**src/ipx_pkg.sv**
```systemverilog
// Package: constants and carrier types for the priority and external-pin block
package ipx_pkg;
  // ----------------------------------------------------------------
  // Register space
  // ----------------------------------------------------------------
  localparam logic [7:0] IPX_SFR_BASE = 8'h80;      // First special register address
  localparam logic [7:0] IPX_PRIO_ADDR = 8'hB8;     // Priority level register
  localparam logic [7:0] IPX_PINCFG_ADDR = 8'hE4;   // External pin configuration
  localparam logic [7:0] IPX_BIT_BASE_MASK = 8'hF8; // Bit address to owning byte
  localparam logic [6:0] IPX_PRIO_RESET = 7'h00;    // Priority bits after reset
  localparam logic [7:0] IPX_PINCFG_RESET = 8'h01;  // Pin configuration after reset
  localparam logic [7:0] IPX_READ_NONE = 8'h00;     // Data for unmapped reads
  // ----------------------------------------------------------------
  // Field positions
  // ----------------------------------------------------------------
  localparam int IPX_PRIO_TOP = 7;      // Unused top bit, reads as one
  localparam int IPX_ONE_POL = 7;       // Input one polarity
  localparam int IPX_ONE_SEL_LO = 4;    // Input one pin select, bits 6..4
  localparam int IPX_ZERO_POL = 3;      // Input zero polarity
  localparam int IPX_ZERO_SEL_LO = 0;   // Input zero pin select, bits 2..0
  // ----------------------------------------------------------------
  // Carrier types
  // ----------------------------------------------------------------
  typedef struct packed {
    logic [7:0] addr;      // Direct address, or bit address in bit mode
    logic read;            // Read strobe
    logic write;           // Write strobe
    logic bitMode;         // Single-bit access
    logic [7:0] wdata;     // Write byte; bit value in bit 0
  } ipx_req_t;
  typedef struct packed {
    logic serialPeriph;    // Priority of each source, 1 = high
    logic timerTwo;
    logic uartZero;
    logic timerOne;
    logic extOne;
    logic timerZero;
    logic extZero;
  } ipx_prio_t;
endpackage

```
**src/ipx_core.sv**
```systemverilog
// Module: priority register, external pin configuration and pin monitors
`timescale 1ns/1ps
// Summary of operation
// - Addresses 0x80..0xFF reach the special registers
// - Bit access only on 0/8-ending registers
// - Priority bits six..zero, one means high
// - Pin monitoring independent of crossbar routing
module ipx_core
  import ipx_pkg::*;
(
  input wire logic clock,
  input wire logic rst_b,
  input wire ipx_req_t sfrReq,
  input wire logic [7:0] port0Pins,
  output ipx_prio_t prioLevel,
  output logic [7:0] readData,
  output logic readValid,
  output logic [1:0] extIntActive
);
  // ----------------------------------------------------------------
  // Decode helpers
  // ----------------------------------------------------------------
  // True when an access lands on the given register
  function automatic logic hits(input ipx_req_t r, input logic [7:0] target);
    logic [7:0] byteAddr;
    byteAddr = r.bitMode ? (r.addr & IPX_BIT_BASE_MASK) : r.addr;
    hits = (r.addr >= IPX_SFR_BASE) && (byteAddr == target);
  endfunction

  // ----------------------------------------------------------------
  // Register file
  // ----------------------------------------------------------------
  logic [6:0] prio_reg;        // Priority bits
  logic [6:0] prio_next;
  logic [7:0] cfg_reg;         // Pin configuration
  logic [7:0] cfg_next;
  logic [7:0] rdata_reg;       // Read answer
  logic [7:0] rdata_next;
  logic rvalid_reg;            // Read answer strobe
  logic rvalid_next;
  logic prioHit;
  logic cfgHit;
  logic [7:0] prioView;        // Priority as read, top bit one

  assign prioHit = hits(sfrReq, IPX_PRIO_ADDR);
  assign cfgHit = hits(sfrReq, IPX_PINCFG_ADDR);
  assign prioView = {1'b1, prio_reg};

  // Next values of registers and read answer
  always_comb begin
    prio_next = prio_reg;
    cfg_next = cfg_reg;
    rdata_next = IPX_READ_NONE;
    rvalid_next = sfrReq.read;
    if (sfrReq.write && prioHit) begin
      if (sfrReq.bitMode) begin
        if (sfrReq.addr[2:0] != 3'(IPX_PRIO_TOP)) begin
          prio_next[sfrReq.addr[2:0]] = sfrReq.wdata[0];
        end
      end else begin
        prio_next = sfrReq.wdata[6:0];
      end
    end
    // configuration is byte only; bit addresses never decode here
    if (sfrReq.write && cfgHit && !sfrReq.bitMode) begin
      cfg_next = sfrReq.wdata;
    end
    if (sfrReq.read && prioHit) begin
      // Bit reads return the bit in position zero
      if (sfrReq.bitMode) begin
        rdata_next = {7'h00, prioView[sfrReq.addr[2:0]]};
      end else begin
        rdata_next = prioView;
      end
    end else if (sfrReq.read && cfgHit && !sfrReq.bitMode) begin
      rdata_next = cfg_reg;
    end
  end

  // Register stage
  always_ff @(posedge clock or negedge rst_b) begin
    if (!rst_b) begin
      prio_reg <= IPX_PRIO_RESET;
      cfg_reg <= IPX_PINCFG_RESET;
      rdata_reg <= IPX_READ_NONE;
      rvalid_reg <= 1'b0;
    end else begin
      prio_reg <= prio_next;
      cfg_reg <= cfg_next;
      rdata_reg <= rdata_next;
      rvalid_reg <= rvalid_next;
    end
  end

  assign prioLevel = ipx_prio_t'(prio_reg);
  assign readData = rdata_reg;
  assign readValid = rvalid_reg;

  // ----------------------------------------------------------------
  // Pin monitors
  // ----------------------------------------------------------------
  logic [7:0] sync1_reg;       // First stage, feeds second only
  logic [7:0] sync2_reg;
  logic [7:0] sync3_reg;
  logic [7:0] pinLevel_reg;    // Accepted pin levels
  logic [7:0] pinLevel_next;
  logic [1:0] ext_reg;         // Active-high interrupt levels
  logic [1:0] ext_next;
  logic [2:0] selOf [2];       // Selected pin of each input
  logic polOf [2];             // Polarity of each input

  assign selOf[0] = cfg_reg[IPX_ZERO_SEL_LO +: 3];
  assign selOf[1] = cfg_reg[IPX_ONE_SEL_LO +: 3];
  assign polOf[0] = cfg_reg[IPX_ZERO_POL];
  assign polOf[1] = cfg_reg[IPX_ONE_POL];

  // Accept a pin change once two late stages agree
  always_comb begin
    pinLevel_next = pinLevel_reg;
    for (int i = 0; i < 8; i++) begin
      if (sync2_reg[i] == sync3_reg[i]) begin
        pinLevel_next[i] = sync3_reg[i];
      end
    end
  end

  // Selection and polarity per input
  genvar g;
  generate
    for (g = 0; g < 2; g++) begin : gExt
      // select pin n, polarity one = high
      // pins are only sampled, never driven
      assign ext_next[g] = polOf[g] ? pinLevel_reg[selOf[g]] : ~pinLevel_reg[selOf[g]];
    end
  endgenerate

  // Synchroniser and monitor registers
  always_ff @(posedge clock or negedge rst_b) begin
    if (!rst_b) begin
      sync1_reg <= 8'h00;
      sync2_reg <= 8'h00;
      sync3_reg <= 8'h00;
      pinLevel_reg <= 8'h00;
      ext_reg <= 2'h0;
    end else begin
      sync1_reg <= port0Pins;
      sync2_reg <= sync1_reg;
      sync3_reg <= sync2_reg;
      pinLevel_reg <= pinLevel_next;
      ext_reg <= ext_next;
    end
  end

  assign extIntActive = ext_reg;
endmodule // ipx_core

```
**config.mk**
```make
export PLATFORM = sky130hd
export DESIGN_NAME = ipx_core
export DESIGN_NICKNAME = d
export VERILOG_FILES = /design/src/ipx_pkg.sv /design/src/ipx_core.sv
export SDC_FILE = /design/constraint.sdc
export NUM_CORES = 1
export LEC_CHECK = 0
export BUFFER_PORTS_ARGS = -buffer_cell sky130_fd_sc_hd__clkbuf_2
export CORE_MARGIN = 2
export CORE_UTILIZATION = 55
export DETAILED_ROUTE_END_ITERATION = 8
export PLACE_DENSITY = 0.8
export SETUP_SLACK_MARGIN = 0.2
export SYNTH_ARGS = -nofsm -noshare
export SYNTH_HDL_FRONTEND = slang
export SYNTH_SLANG_ARGS = --single-unit
```
**constraint.sdc**
```tcl
create_clock -name clock -period 4.8 [get_ports clock]
set_clock_uncertainty 0.1 [all_clocks]
set_input_delay 0.48 -clock clock [delete_from_list [all_inputs] [get_ports clock]]
set_output_delay 0.48 -clock clock [all_outputs]
set_load 0.005 [all_outputs]
```
After elaboration in Yosys (flattened, before gate mapping)
Cells that the tools add are included.

Output and inout bits: 18. Flip-flop bits (word level): 58. Word-level logic and storage cells: 63.

$lt $le $gt $ge: 5. Eq/ne operators: 12. Bitwise operators: 2. Reduce and logical (&&, ||, !) cells: 11. Mux-type cells: 17.

Operator list (number): 2-to-1 mux 8 bit (3); equality test 8 bit (second input constant) (2); 2-to-1 mux 7 bit (2); < comparator 3 x 4 -> 1 bit (second input constant) (3); binary-select mux 1 bit (select 3 bit) (3); logical AND 1 bit (9); equality test 1 bit (8); greater-or-equal comparator 8 bit (second input constant) (1); bitwise mux 7 bit (1); 2-to-1 mux 1 bit (6); demux 1 bit (select 3 bit) (1); greater-or-equal comparator 3 x 1 -> 1 bit (second input constant) (1); 2-to-1 mux 3 bit (1); != test 3 bit (second input constant) (1); != test 2 x 1 -> 1 bit (second input constant) (1); inverter 1 bit (2); AND reduction 2 bit (1); zero test 1 bit (1).

Logic depth before layout (Yosys ltp)
Gate-level depths: netlist of the first run.

Depth in word-level cells: 7. Depth in mapped cells: 6. Depth with buffers taken out: 4.

Worst setup path after synthesis of the first run
Ideal clock, no wire load.

Path type: input to register. From: input port sfrReq[8] in the netlist's numbering. To: register cfg_reg[1]. Data arrival time: 1.483 ns. Data required time: 4.575 ns. Stages: 4. Buffers on the path: 1. Setup slack: 3.092 ns. Path through: buf_2 nor4b_1 nand4_2 mux2_2.

Word-level cells in the longest chain between the ends: 5.

RTL lines: start: declaration (line ipx_core.sv:13) `input wire ipx_req_t sfrReq,`; 2-to-1 mux 3 bit (line ipx_core.sv:26) `byteAddr = r.bitMode ? (r.addr & IPX_BIT_BASE_MASK) : r.addr;`; equality test 8 bit (line ipx_core.sv:27) `hits = (r.addr >= IPX_SFR_BASE) && (byteAddr == target);`; logical AND 1 bit (line ipx_core.sv:27); logical AND 1 bit (line ipx_core.sv:65) `if (sfrReq.write && cfgHit && !sfrReq.bitMode) begin`; logical AND 1 bit (*) (line ipx_core.sv:65); end signal: assignment (line ipx_core.sv:89) `cfg_reg <= cfg_next;`; end: declaration (line ipx_core.sv:35) `logic [7:0] cfg_reg;`.

Mark *: on every way between the ends. The rest lies on a longest branch, timed or not. A chain may end at the register's enable or synchronous reset.

Final worst setup path of the first run
From: input port sfrReq[11] in the netlist's numbering. To: register rdata_reg[2], in the netlist readData[2].

Word-level cells in the longest chain between the ends: 7.

RTL lines: parallel branches: the longest is 6 deep, another holds greater-or-equal comparator 8 bit; 2-to-1 mux 8 bit (*) (line ipx_core.sv:68) `if (sfrReq.read && prioHit) begin`; via rdata_next[2] (line ipx_core.sv:38) `logic [7:0] rdata_next;`; end signal: assignment (line ipx_core.sv:90) `rdata_reg <= rdata_next;`; end: declaration (line ipx_core.sv:37) `logic [7:0] rdata_reg;`.

Mark *: on every way through the listed nets, which the timed path passes.

==> impl_metrics.tcl, run 1 <==
set metrics [dict create \
    boundaryPins 47 \
    power-per-cell-area_mw_per_mm2 373.1 \
    routed_wire_length_per_instance_um 17.02 \
    max_cap_viol_count 0 \
    synth_fp_nets 190 \
    cts_htree_levels 3 \
    cts_sinks 58 \
    detail_route.wirelength_um 4561 \
    hold_viol 0 \
    clock-root-buffer "sky130_fd_sc_hd__clkbuf_8" \
    setup-tns-final_ns 0 \
    flow.area_growth_from_synthesis_pct 20.31 \
    initial_utilization 0.5733 \
    grt_start_max_net_pins 59 \
    cp_cell_sequence "clkbuf_2 > and3b_1 > nand4b_2 > nor4b_4 > a22o_1" \
    dp.final_hpwl_um 3350 \
    worst_slew_margin_rel 0.5491 \
    cellLeakagePower_nw 1.309 \
    data_required_time_of_the_critical_path_ns 4.96 \
    first_iter_violations 101 \
    final_cell_count_no_fill 268 \
    design.core.area_mm2 0.004029 \
    worst_setup_hold_path_clk_slew_ns 0.07 \
    timing.setup.critical_path_class "input pin to flop" \
    clkLatencyLatePin_ns 0.33 \
    gp_weighted_congestion 0.8763 \
    post-layout-total-power_mw 1.037 \
    wire_length_of_the_first_global_routing_pass_um 7120 \
    crit_fanout 15 \
    cts-resized-gates 0 \
    route.detailed.vias_per_inst 5.679 \
    timing.critical_path.arrival_ns 1.90 \
    die_height_um 68.81 \
    tritoncts "done" \
    hold_path.class "input pin to flop" \
    cts_setup_buffers 0 \
    total_cts_buffers 9 \
    crit_path_top_delay_cell "sky130_fd_sc_hd__nor4b_4" \
    synth_top_cells_by_area "sky130_fd_sc_hd__dfrtp_1 (62%), sky130_fd_sc_hd__mux2_2 (5.4%), sky130_fd_sc_hd__mux4_2 (3.9%), sky130_fd_sc_hd__maj3_1 (3.5%), sky130_fd_sc_hd__a22o_1 (2.3%)" \
    ant_nets 0 \
    placed_cells 252 \
    final.period_utilization 0.3628 \
    p_seq_frac 0.510 \
    placement.io_buffers 46 \
    n_antenna_cell 0 \
    number_of_design_rule_violations_left_after_detail_routing 0 \
    worst_pin_slew_ns 0.6763 \
    synth_top_area_frac 0.6176 \
    synth_warnings 0 \
    p_sw_frac 0.2281 \
    max_clock_freq_mhz 574.3 \
    synth_area_per_cell_um2 14.35 \
    netlist.top_cell.by_area "sky130_fd_sc_hd__dfrtp_1" \
    drt_pre_antenna_iters 4 \
    synth_cell_type_count 43 \
    crit_path_end_kind "flop" \
    global_route.usage.total 0.2245 \
    utilization 0.6898 \
    maxSlewViolCount 0 \
    final_critical_path_setup_slack_ns 3.059 \
    finalNetCount 242 \
    via_count_of_the_first_global_routing_pass 1444 \
    worst_ir_drop_vdd_mv 0.3454 \
    critical_path.max_stage_delay_ns 0.51 \
    die_width_um 68.81 \
    p_switching_uw 236.5 \
    fin_crit_ns 1.741 \
    postSynthRegisterBits 58 \
    dpl_cell_area_mm2 0.002584 \
    critical_path.startpoint_type "input pin" \
    preCtsSetupSlack_ns 2.720 \
    fillers 289 \
    p_comb_frac 0.072 \
    seq_area_frac_synth 0.6289 \
    cts_hold_repair_buffers 0 \
    power.clock.fraction 0.417 \
    final_layout_size_suffix_gt1_frac 0.3807 \
    cts-root-to-sink-buffers 2 \
    setup_repair_after_global_routing_missed_its_margin "false" \
    number_of_antenna_violations_at_the_first_check_in_global_routing 0 \
    synth.cell_area_mm2 0.002310 \
    grt_overflow_total 0 \
    row_count 23 \
    die_area_mm2 0.004734 \
    fin_area_mm2 0.002779 \
    critical-path-top-delay-family "simple AND/OR/NAND/NOR gates" \
    hold_slack_ns 0.1548 \
    status "finished, final reports clean" \
    crit_buf_inv 1 \
    internal_power_uw 800.4 \
    post_synthesis_cells 161 \
    total_of_endpoints_with_negative_setup_slack_in_the_final_report 0 \
    num_vias 1522 \
]
## cell type report
type                            count  area [µm²]  share of cell area
Clock buffer                       11       141.4             0.05088
Multi-Input combinational cell     96       827.0              0.2976
Sequential cell                    58        1453              0.5227
Inverter                            1       3.754            0.001351
Timing Repair Buffer               47       237.7             0.08555
Clock inverter                      5       53.80             0.01936
Tap cell                           50       62.56             0.02251
## layout by cell type, fill, tap and decap left out, types with 2 or more instances in the layout
master	n
sky130_fd_sc_hd__o31ai_1	3
sky130_fd_sc_hd__mux2i_1	2
sky130_fd_sc_hd__a22o_1	6
sky130_fd_sc_hd__maj3_1	8
sky130_fd_sc_hd__mux4_2	4
sky130_fd_sc_hd__mux2_2	11
sky130_fd_sc_hd__o211ai_1	2
sky130_fd_sc_hd__a22oi_1	2
sky130_fd_sc_hd__dfrtp_1	57
sky130_fd_sc_hd__nor3_1	2
sky130_fd_sc_hd__clkbuf_2	46
sky130_fd_sc_hd__and3b_1	2
sky130_fd_sc_hd__nor2b_1	2
sky130_fd_sc_hd__and3_1	2
sky130_fd_sc_hd__clkbuf_8	10
sky130_fd_sc_hd__clkinv_2	3
sky130_fd_sc_hd__and2_1	2
sky130_fd_sc_hd__o21ai_0	4
sky130_fd_sc_hd__a21o_1	2
sky130_fd_sc_hd__nand3_1	7
sky130_fd_sc_hd__nand4_1	2
sky130_fd_sc_hd__nand2_1	3
sky130_fd_sc_hd__xor2_1	4
sky130_fd_sc_hd__nor2_1	4
sky130_fd_sc_hd__nor4b_1	2
sky130_fd_sc_hd__a21oi_1	4
## routing by layer
layer  share of wire  global-route usage
met5               0                   0
met4           0.018              0.1225
met3           0.059             0.08117
met2            0.47              0.3197
met1            0.45              0.3000
## logic make-up (layout without fill, tap and decap cells)
family	Yosys count	after routing	synth area share
mux	17	17	0.1013
fa+ha+maj	8	8	0.03467
buf+inv	7	64	0.01300
simple gates	38	38	0.1175
flops	58	58	0.6289
xor+xnor	4	4	0.01517
compound gates	29	29	0.08938
## worst register-to-register path: stages (launching register included)
cell and delay, ns:
sky130_fd_sc_hd__dfstp_2 0.57, sky130_fd_sc_hd__mux4_2 0.52, sky130_fd_sc_hd__mux2i_1 0.23, sky130_fd_sc_hd__xor2_1 0.17
## power by group through the flow
stage	Clock [mW]	Sequential (mW)	Combinational [mW]
after floorplan	0	0.533	0.0396
after global placement	0	0.537	0.0720
after detailed placement	0	0.538	0.0750
after CTS	0.444	0.529	0.0757
after global routing	0.472	0.532	0.0832
final	0.433	0.529	0.0750
## path summary, 6_finish.rpt
check,startpoint,end,slack (ns),cells after the start
max in group asynchronous,rst_b,cfg_reg[4]$_DFFE_PN0P_,3.97,2
hold reg to reg,sync1_reg[2]$_DFF_PN0_,sync2_reg[2]$_DFF_PN0_,0.25,0
hold / removal,port0Pins[0],sync1_reg[0]$_DFF_PN0_,0.15,1
setup / recovery,sfrReq[11],readData[2]$_DFF_PN0_,3.06,5
min in group asynchronous,rst_b,sync3_reg[0]$_DFF_PN0_,0.18,2
setup reg to reg,cfg_reg[0]$_DFFE_PN1P_,extIntActive[0]$_DFF_PN0_,3.14,3
## synthesized netlist by cell type
cell / n
sky130_fd_sc_hd__nand3_2: 1
sky130_fd_sc_hd__mux4_2: 4
sky130_fd_sc_hd__o31ai_1: 3
sky130_fd_sc_hd__a211oi_1: 1
sky130_fd_sc_hd__o41ai_1: 1
sky130_fd_sc_hd__nand4_1: 2
sky130_fd_sc_hd__a21oi_1: 4
sky130_fd_sc_hd__nand3_1: 7
sky130_fd_sc_hd__a22oi_1: 2
sky130_fd_sc_hd__xor2_1: 4
sky130_fd_sc_hd__nand4bb_1: 1
sky130_fd_sc_hd__nor4_1: 1
sky130_fd_sc_hd__mux2i_1: 2
sky130_fd_sc_hd__nor2b_1: 2
sky130_fd_sc_hd__clkbuf_1: 3
sky130_fd_sc_hd__o21ai_0: 4
sky130_fd_sc_hd__maj3_1: 8
sky130_fd_sc_hd__nor2_1: 4
sky130_fd_sc_hd__dfrtp_1: 57
sky130_fd_sc_hd__and3_1: 2
sky130_fd_sc_hd__a21o_1: 2
sky130_fd_sc_hd__or3_1: 1
sky130_fd_sc_hd__and4_1: 1
sky130_fd_sc_hd__buf_2: 3
sky130_fd_sc_hd__nand2_1: 3
sky130_fd_sc_hd__nor4b_4: 1
sky130_fd_sc_hd__a32oi_1: 1
sky130_fd_sc_hd__inv_1: 1
sky130_fd_sc_hd__nor3_1: 2
sky130_fd_sc_hd__nand4b_2: 1
sky130_fd_sc_hd__or4_1: 1
sky130_fd_sc_hd__a31oi_1: 1
sky130_fd_sc_hd__mux2_2: 11
sky130_fd_sc_hd__a2bb2oi_1: 1
sky130_fd_sc_hd__nand4_2: 1
sky130_fd_sc_hd__nor2b_4: 1
sky130_fd_sc_hd__and3b_1: 2
sky130_fd_sc_hd__dfstp_2: 1
sky130_fd_sc_hd__o211ai_1: 2
sky130_fd_sc_hd__and2_1: 2
sky130_fd_sc_hd__o22ai_1: 1
sky130_fd_sc_hd__a22o_1: 6
sky130_fd_sc_hd__nor4b_1: 2
No activity file was read; power rests on OpenSTA's default activity.
==> run 2: changes to the inputs <==
Settings changed: ABC_AREA from default to 1, PLACE_DENSITY 0.8 to 0.79.
Clock period 4.8 ns to 1.7 ns, I/O delays scaled along.
==> run 2 against run 1 <==
Against the previous run: clock power grew to 3.4 times the previous value; synthesized cell count is 66% higher; cell area is 16% higher; die area up 11%; critical path type is now flop to flop; critical endpoint is now extIntActive[0]$_DFF_PN0_.
==> impl_metrics.tcl, run 2 <==
set metrics [dict create \
    p_seq_frac 0.459 \
    internal_power_mw 2.537 \
    placed_cells 359 \
    p_comb_frac 0.098 \
    p_sw_frac 0.2342 \
    preCtsSetupSlack_ns 0.2745 \
    number_of_design_rule_violations_left_after_detail_routing 0 \
    synth_top_cells_by_area "sky130_fd_sc_hd__dfrtp_1 (55%), sky130_fd_sc_hd__nand2_1 (9.3%), sky130_fd_sc_hd__nand3_1 (4.4%), sky130_fd_sc_hd__inv_1 (4.1%), sky130_fd_sc_hd__o21ai_2 (3.7%)" \
    setup_repair_after_global_routing_missed_its_margin "false" \
    most-common-layout-cells "sky130_fd_sc_hd__nand2_1 (64), sky130_fd_sc_hd__dfrtp_1 (57), sky130_fd_sc_hd__clkbuf_2 (46), sky130_fd_sc_hd__inv_1 (28), sky130_fd_sc_hd__nand3_1 (23)" \
    global_route.usage.total 0.2334 \
    postSynthRegisterBits 58 \
    synth_area_per_cell_um2 9.659 \
    number_of_antenna_violations_at_the_first_check_in_global_routing 0 \
    critical_path.startpoint_type "flop" \
    final.period_utilization 0.7886 \
    ant_nets 0 \
    setup-tns-final_ns 0 \
    placement.io_buffers 46 \
    initial_utilization 0.5825 \
    cts-root-to-sink-buffers 2 \
    hold_viol 0 \
    synth_warnings 0 \
    r2r_start "cfg_reg[0]$_DFFE_PN1P_" \
    grt_start_max_net_pins 59 \
    route.detailed.vias_per_inst 5.338 \
    via_count_of_the_first_global_routing_pass 1959 \
    synthFlopType "sky130_fd_sc_hd__dfrtp_1" \
    final_critical_path_setup_slack_ns 0.3593 \
    hold_path.startpoint "sfrReq[2]" \
    total_cts_buffers 9 \
    flow.area_growth_from_synthesis_pct 24.41 \
    critical_path.max_stage_delay_ns 0.64 \
    layout.cells.most_common "sky130_fd_sc_hd__nand2_1" \
    crit_path_top_delay_cell "sky130_fd_sc_hd__dfstp_2" \
    final_cell_count_no_fill 388 \
    timing.setup.critical_path_class "flop to flop" \
    die_width_um 72.61 \
    fin_crit_ns 1.341 \
    grt_overflow_total 0 \
    design.core.area_mm2 0.004444 \
    worst_setup_hold_path_clk_slew_ns 0.06 \
    drt_pre_antenna_iters 4 \
    final_layout_size_suffix_gt1_frac 0.2768 \
    finalNetCount 360 \
    setup_crit_start "cfg_reg[0]$_DFFE_PN1P_" \
    crit_buf_inv 0 \
    utilization 0.7247 \
    tritoncts "done" \
    data_required_time_of_the_critical_path_ns 1.82 \
    total_of_endpoints_with_negative_setup_slack_in_the_final_report 0 \
    routed_wire_length_per_instance_um 14.02 \
    most_frequent_cell_after_synthesis "sky130_fd_sc_hd__nand2_1" \
    synth_fp_nets 297 \
    cts-resized-gates 0 \
    clock-root-buffer "sky130_fd_sc_hd__clkbuf_8" \
    cellLeakagePower_nw 1.592 \
    gp_weighted_congestion 0.8690 \
    timing.critical_path.arrival_ns 1.46 \
    worst_slew_margin_rel 0.7057 \
    wire_length_of_the_first_global_routing_pass_um 9094 \
    fillers 345 \
    synth_edf_count 0 \
    clkLatencyLatePin_ns 0.33 \
    cts_htree_levels 3 \
    synth_cell_type_count 30 \
    boundaryPins 47 \
    netlist.top_cell.by_area "sky130_fd_sc_hd__dfrtp_1" \
    first_iter_violations 138 \
    power-per-cell-area_mw_per_mm2 1029 \
    worst_ir_drop_vdd_mv 0.8438 \
    worst_pin_slew_ns 0.4402 \
    layout.area.seq_mm2 0.001453 \
    num_vias 2071 \
    cp_cell_sequence "nand2_1 > o211ai_1 > nand3_1 > nand3_1 > nand2_1" \
    status "finished, final reports clean" \
    dp.final_hpwl_um 3712 \
    seq_area_frac_synth 0.5611 \
    hold_path.class "input pin to flop" \
    max_cap_viol_count 0 \
    die_height_um 72.61 \
    synth_commonest_cells "sky130_fd_sc_hd__nand2_1 (64), sky130_fd_sc_hd__dfrtp_1 (57), sky130_fd_sc_hd__inv_1 (28)" \
    post_synthesis_cells 268 \
    synth.cell_area_mm2 0.002589 \
    max_clock_freq_mhz 745.9 \
    die_area_mm2 0.005271 \
    maxSlewViolCount 0 \
    row_count 24 \
    p_switching_uw 776.0 \
    n_antenna_cell 0 \
    crit_path_end_kind "flop" \
    crit_fanout 10 \
    synth_top_area_frac 0.5510 \
    multi_input_area_um2 949.7 \
    power.clock.fraction 0.443 \
    async_reset_ff_frac 1.000 \
    detail_route.wirelength_um 5441 \
    critical-path-top-delay-family "flip-flops" \
    cts_sinks 58 \
    post-layout-total-power_mw 3.313 \
]
## run 2: logic make-up after synthesis
group           count (synthesis)  synth area share
simple gates                  127            0.2407
flops                          58            0.5611
buf+inv                        40           0.07201
compound gates                 35           0.09522
fa+ha+maj                       8           0.03093
## run 2: per-layer routing
metal,track usage,share of wire
met3,0.07873,0.070
met4,0.1029,0.020
met2,0.3556,0.48
met5,0,0
met1,0.3055,0.43
## run 2: final cells by class
cell class | instances | area share
sequential | 58 | 0.4510
inverter | 30 | 0.03730
clock inverter | 4 | 0.02253
multi-input combinational | 170 | 0.2949
clock buffer | 12 | 0.05128
tap | 52 | 0.02020
timing repair buffer | 62 | 0.1228
## run 2: metrics by stage
step	area, µm²	hold WS, ns
after floorplan	2589	-0.2256
after global placement	2853	0.09544
after detailed placement	2853	0.09155
after CTS	3221	0.005585
after global routing	3221	0.02343
final	3221	0.009823
## run 2: power by group through the flow
stage / registers, mW / logic, mW / clock network, mW
after CTS: 1.52 / 0.324 / 1.49
after detailed placement: 1.55 / 0.297 / 0
after global placement: 1.54 / 0.289 / 0
after global routing: 1.53 / 0.364 / 1.55
after floorplan: 1.53 / 0.180 / 0
final: 1.52 / 0.325 / 1.47
## run 2: worst register-to-register path: cells and delay by family (launching register included)
family	cells	cell delay, ns
simple gates	4	0.38
flops	1	0.64
compound gates	1	0.11
## run 2: path summary, 6_finish.rpt
path | depth (start not counted) | slack [ns] | endpoint
max | 5 | 0.36 | extIntActive[0]$_DFF_PN0_
min in group asynchronous | 3 | 0.28 | cfg_reg[7]$_DFFE_PN0P_
max reg2reg | 5 | 0.36 | extIntActive[0]$_DFF_PN0_
min | 3 | 0.01 | cfg_reg[2]$_DFFE_PN0P_
min reg2reg | 0 | 0.24 | sync2_reg[6]$_DFF_PN0_
max in group asynchronous | 3 | 0.93 | cfg_reg[0]$_DFFE_PN1P_
## run 2: timing repair
| action | in CTS | in global routing |
|---|---|---|
| endpoints found under the hold margin | 70 | 0 |
| setup buffers | 0 | 0 |
| hold buffers | 13 | 0 |
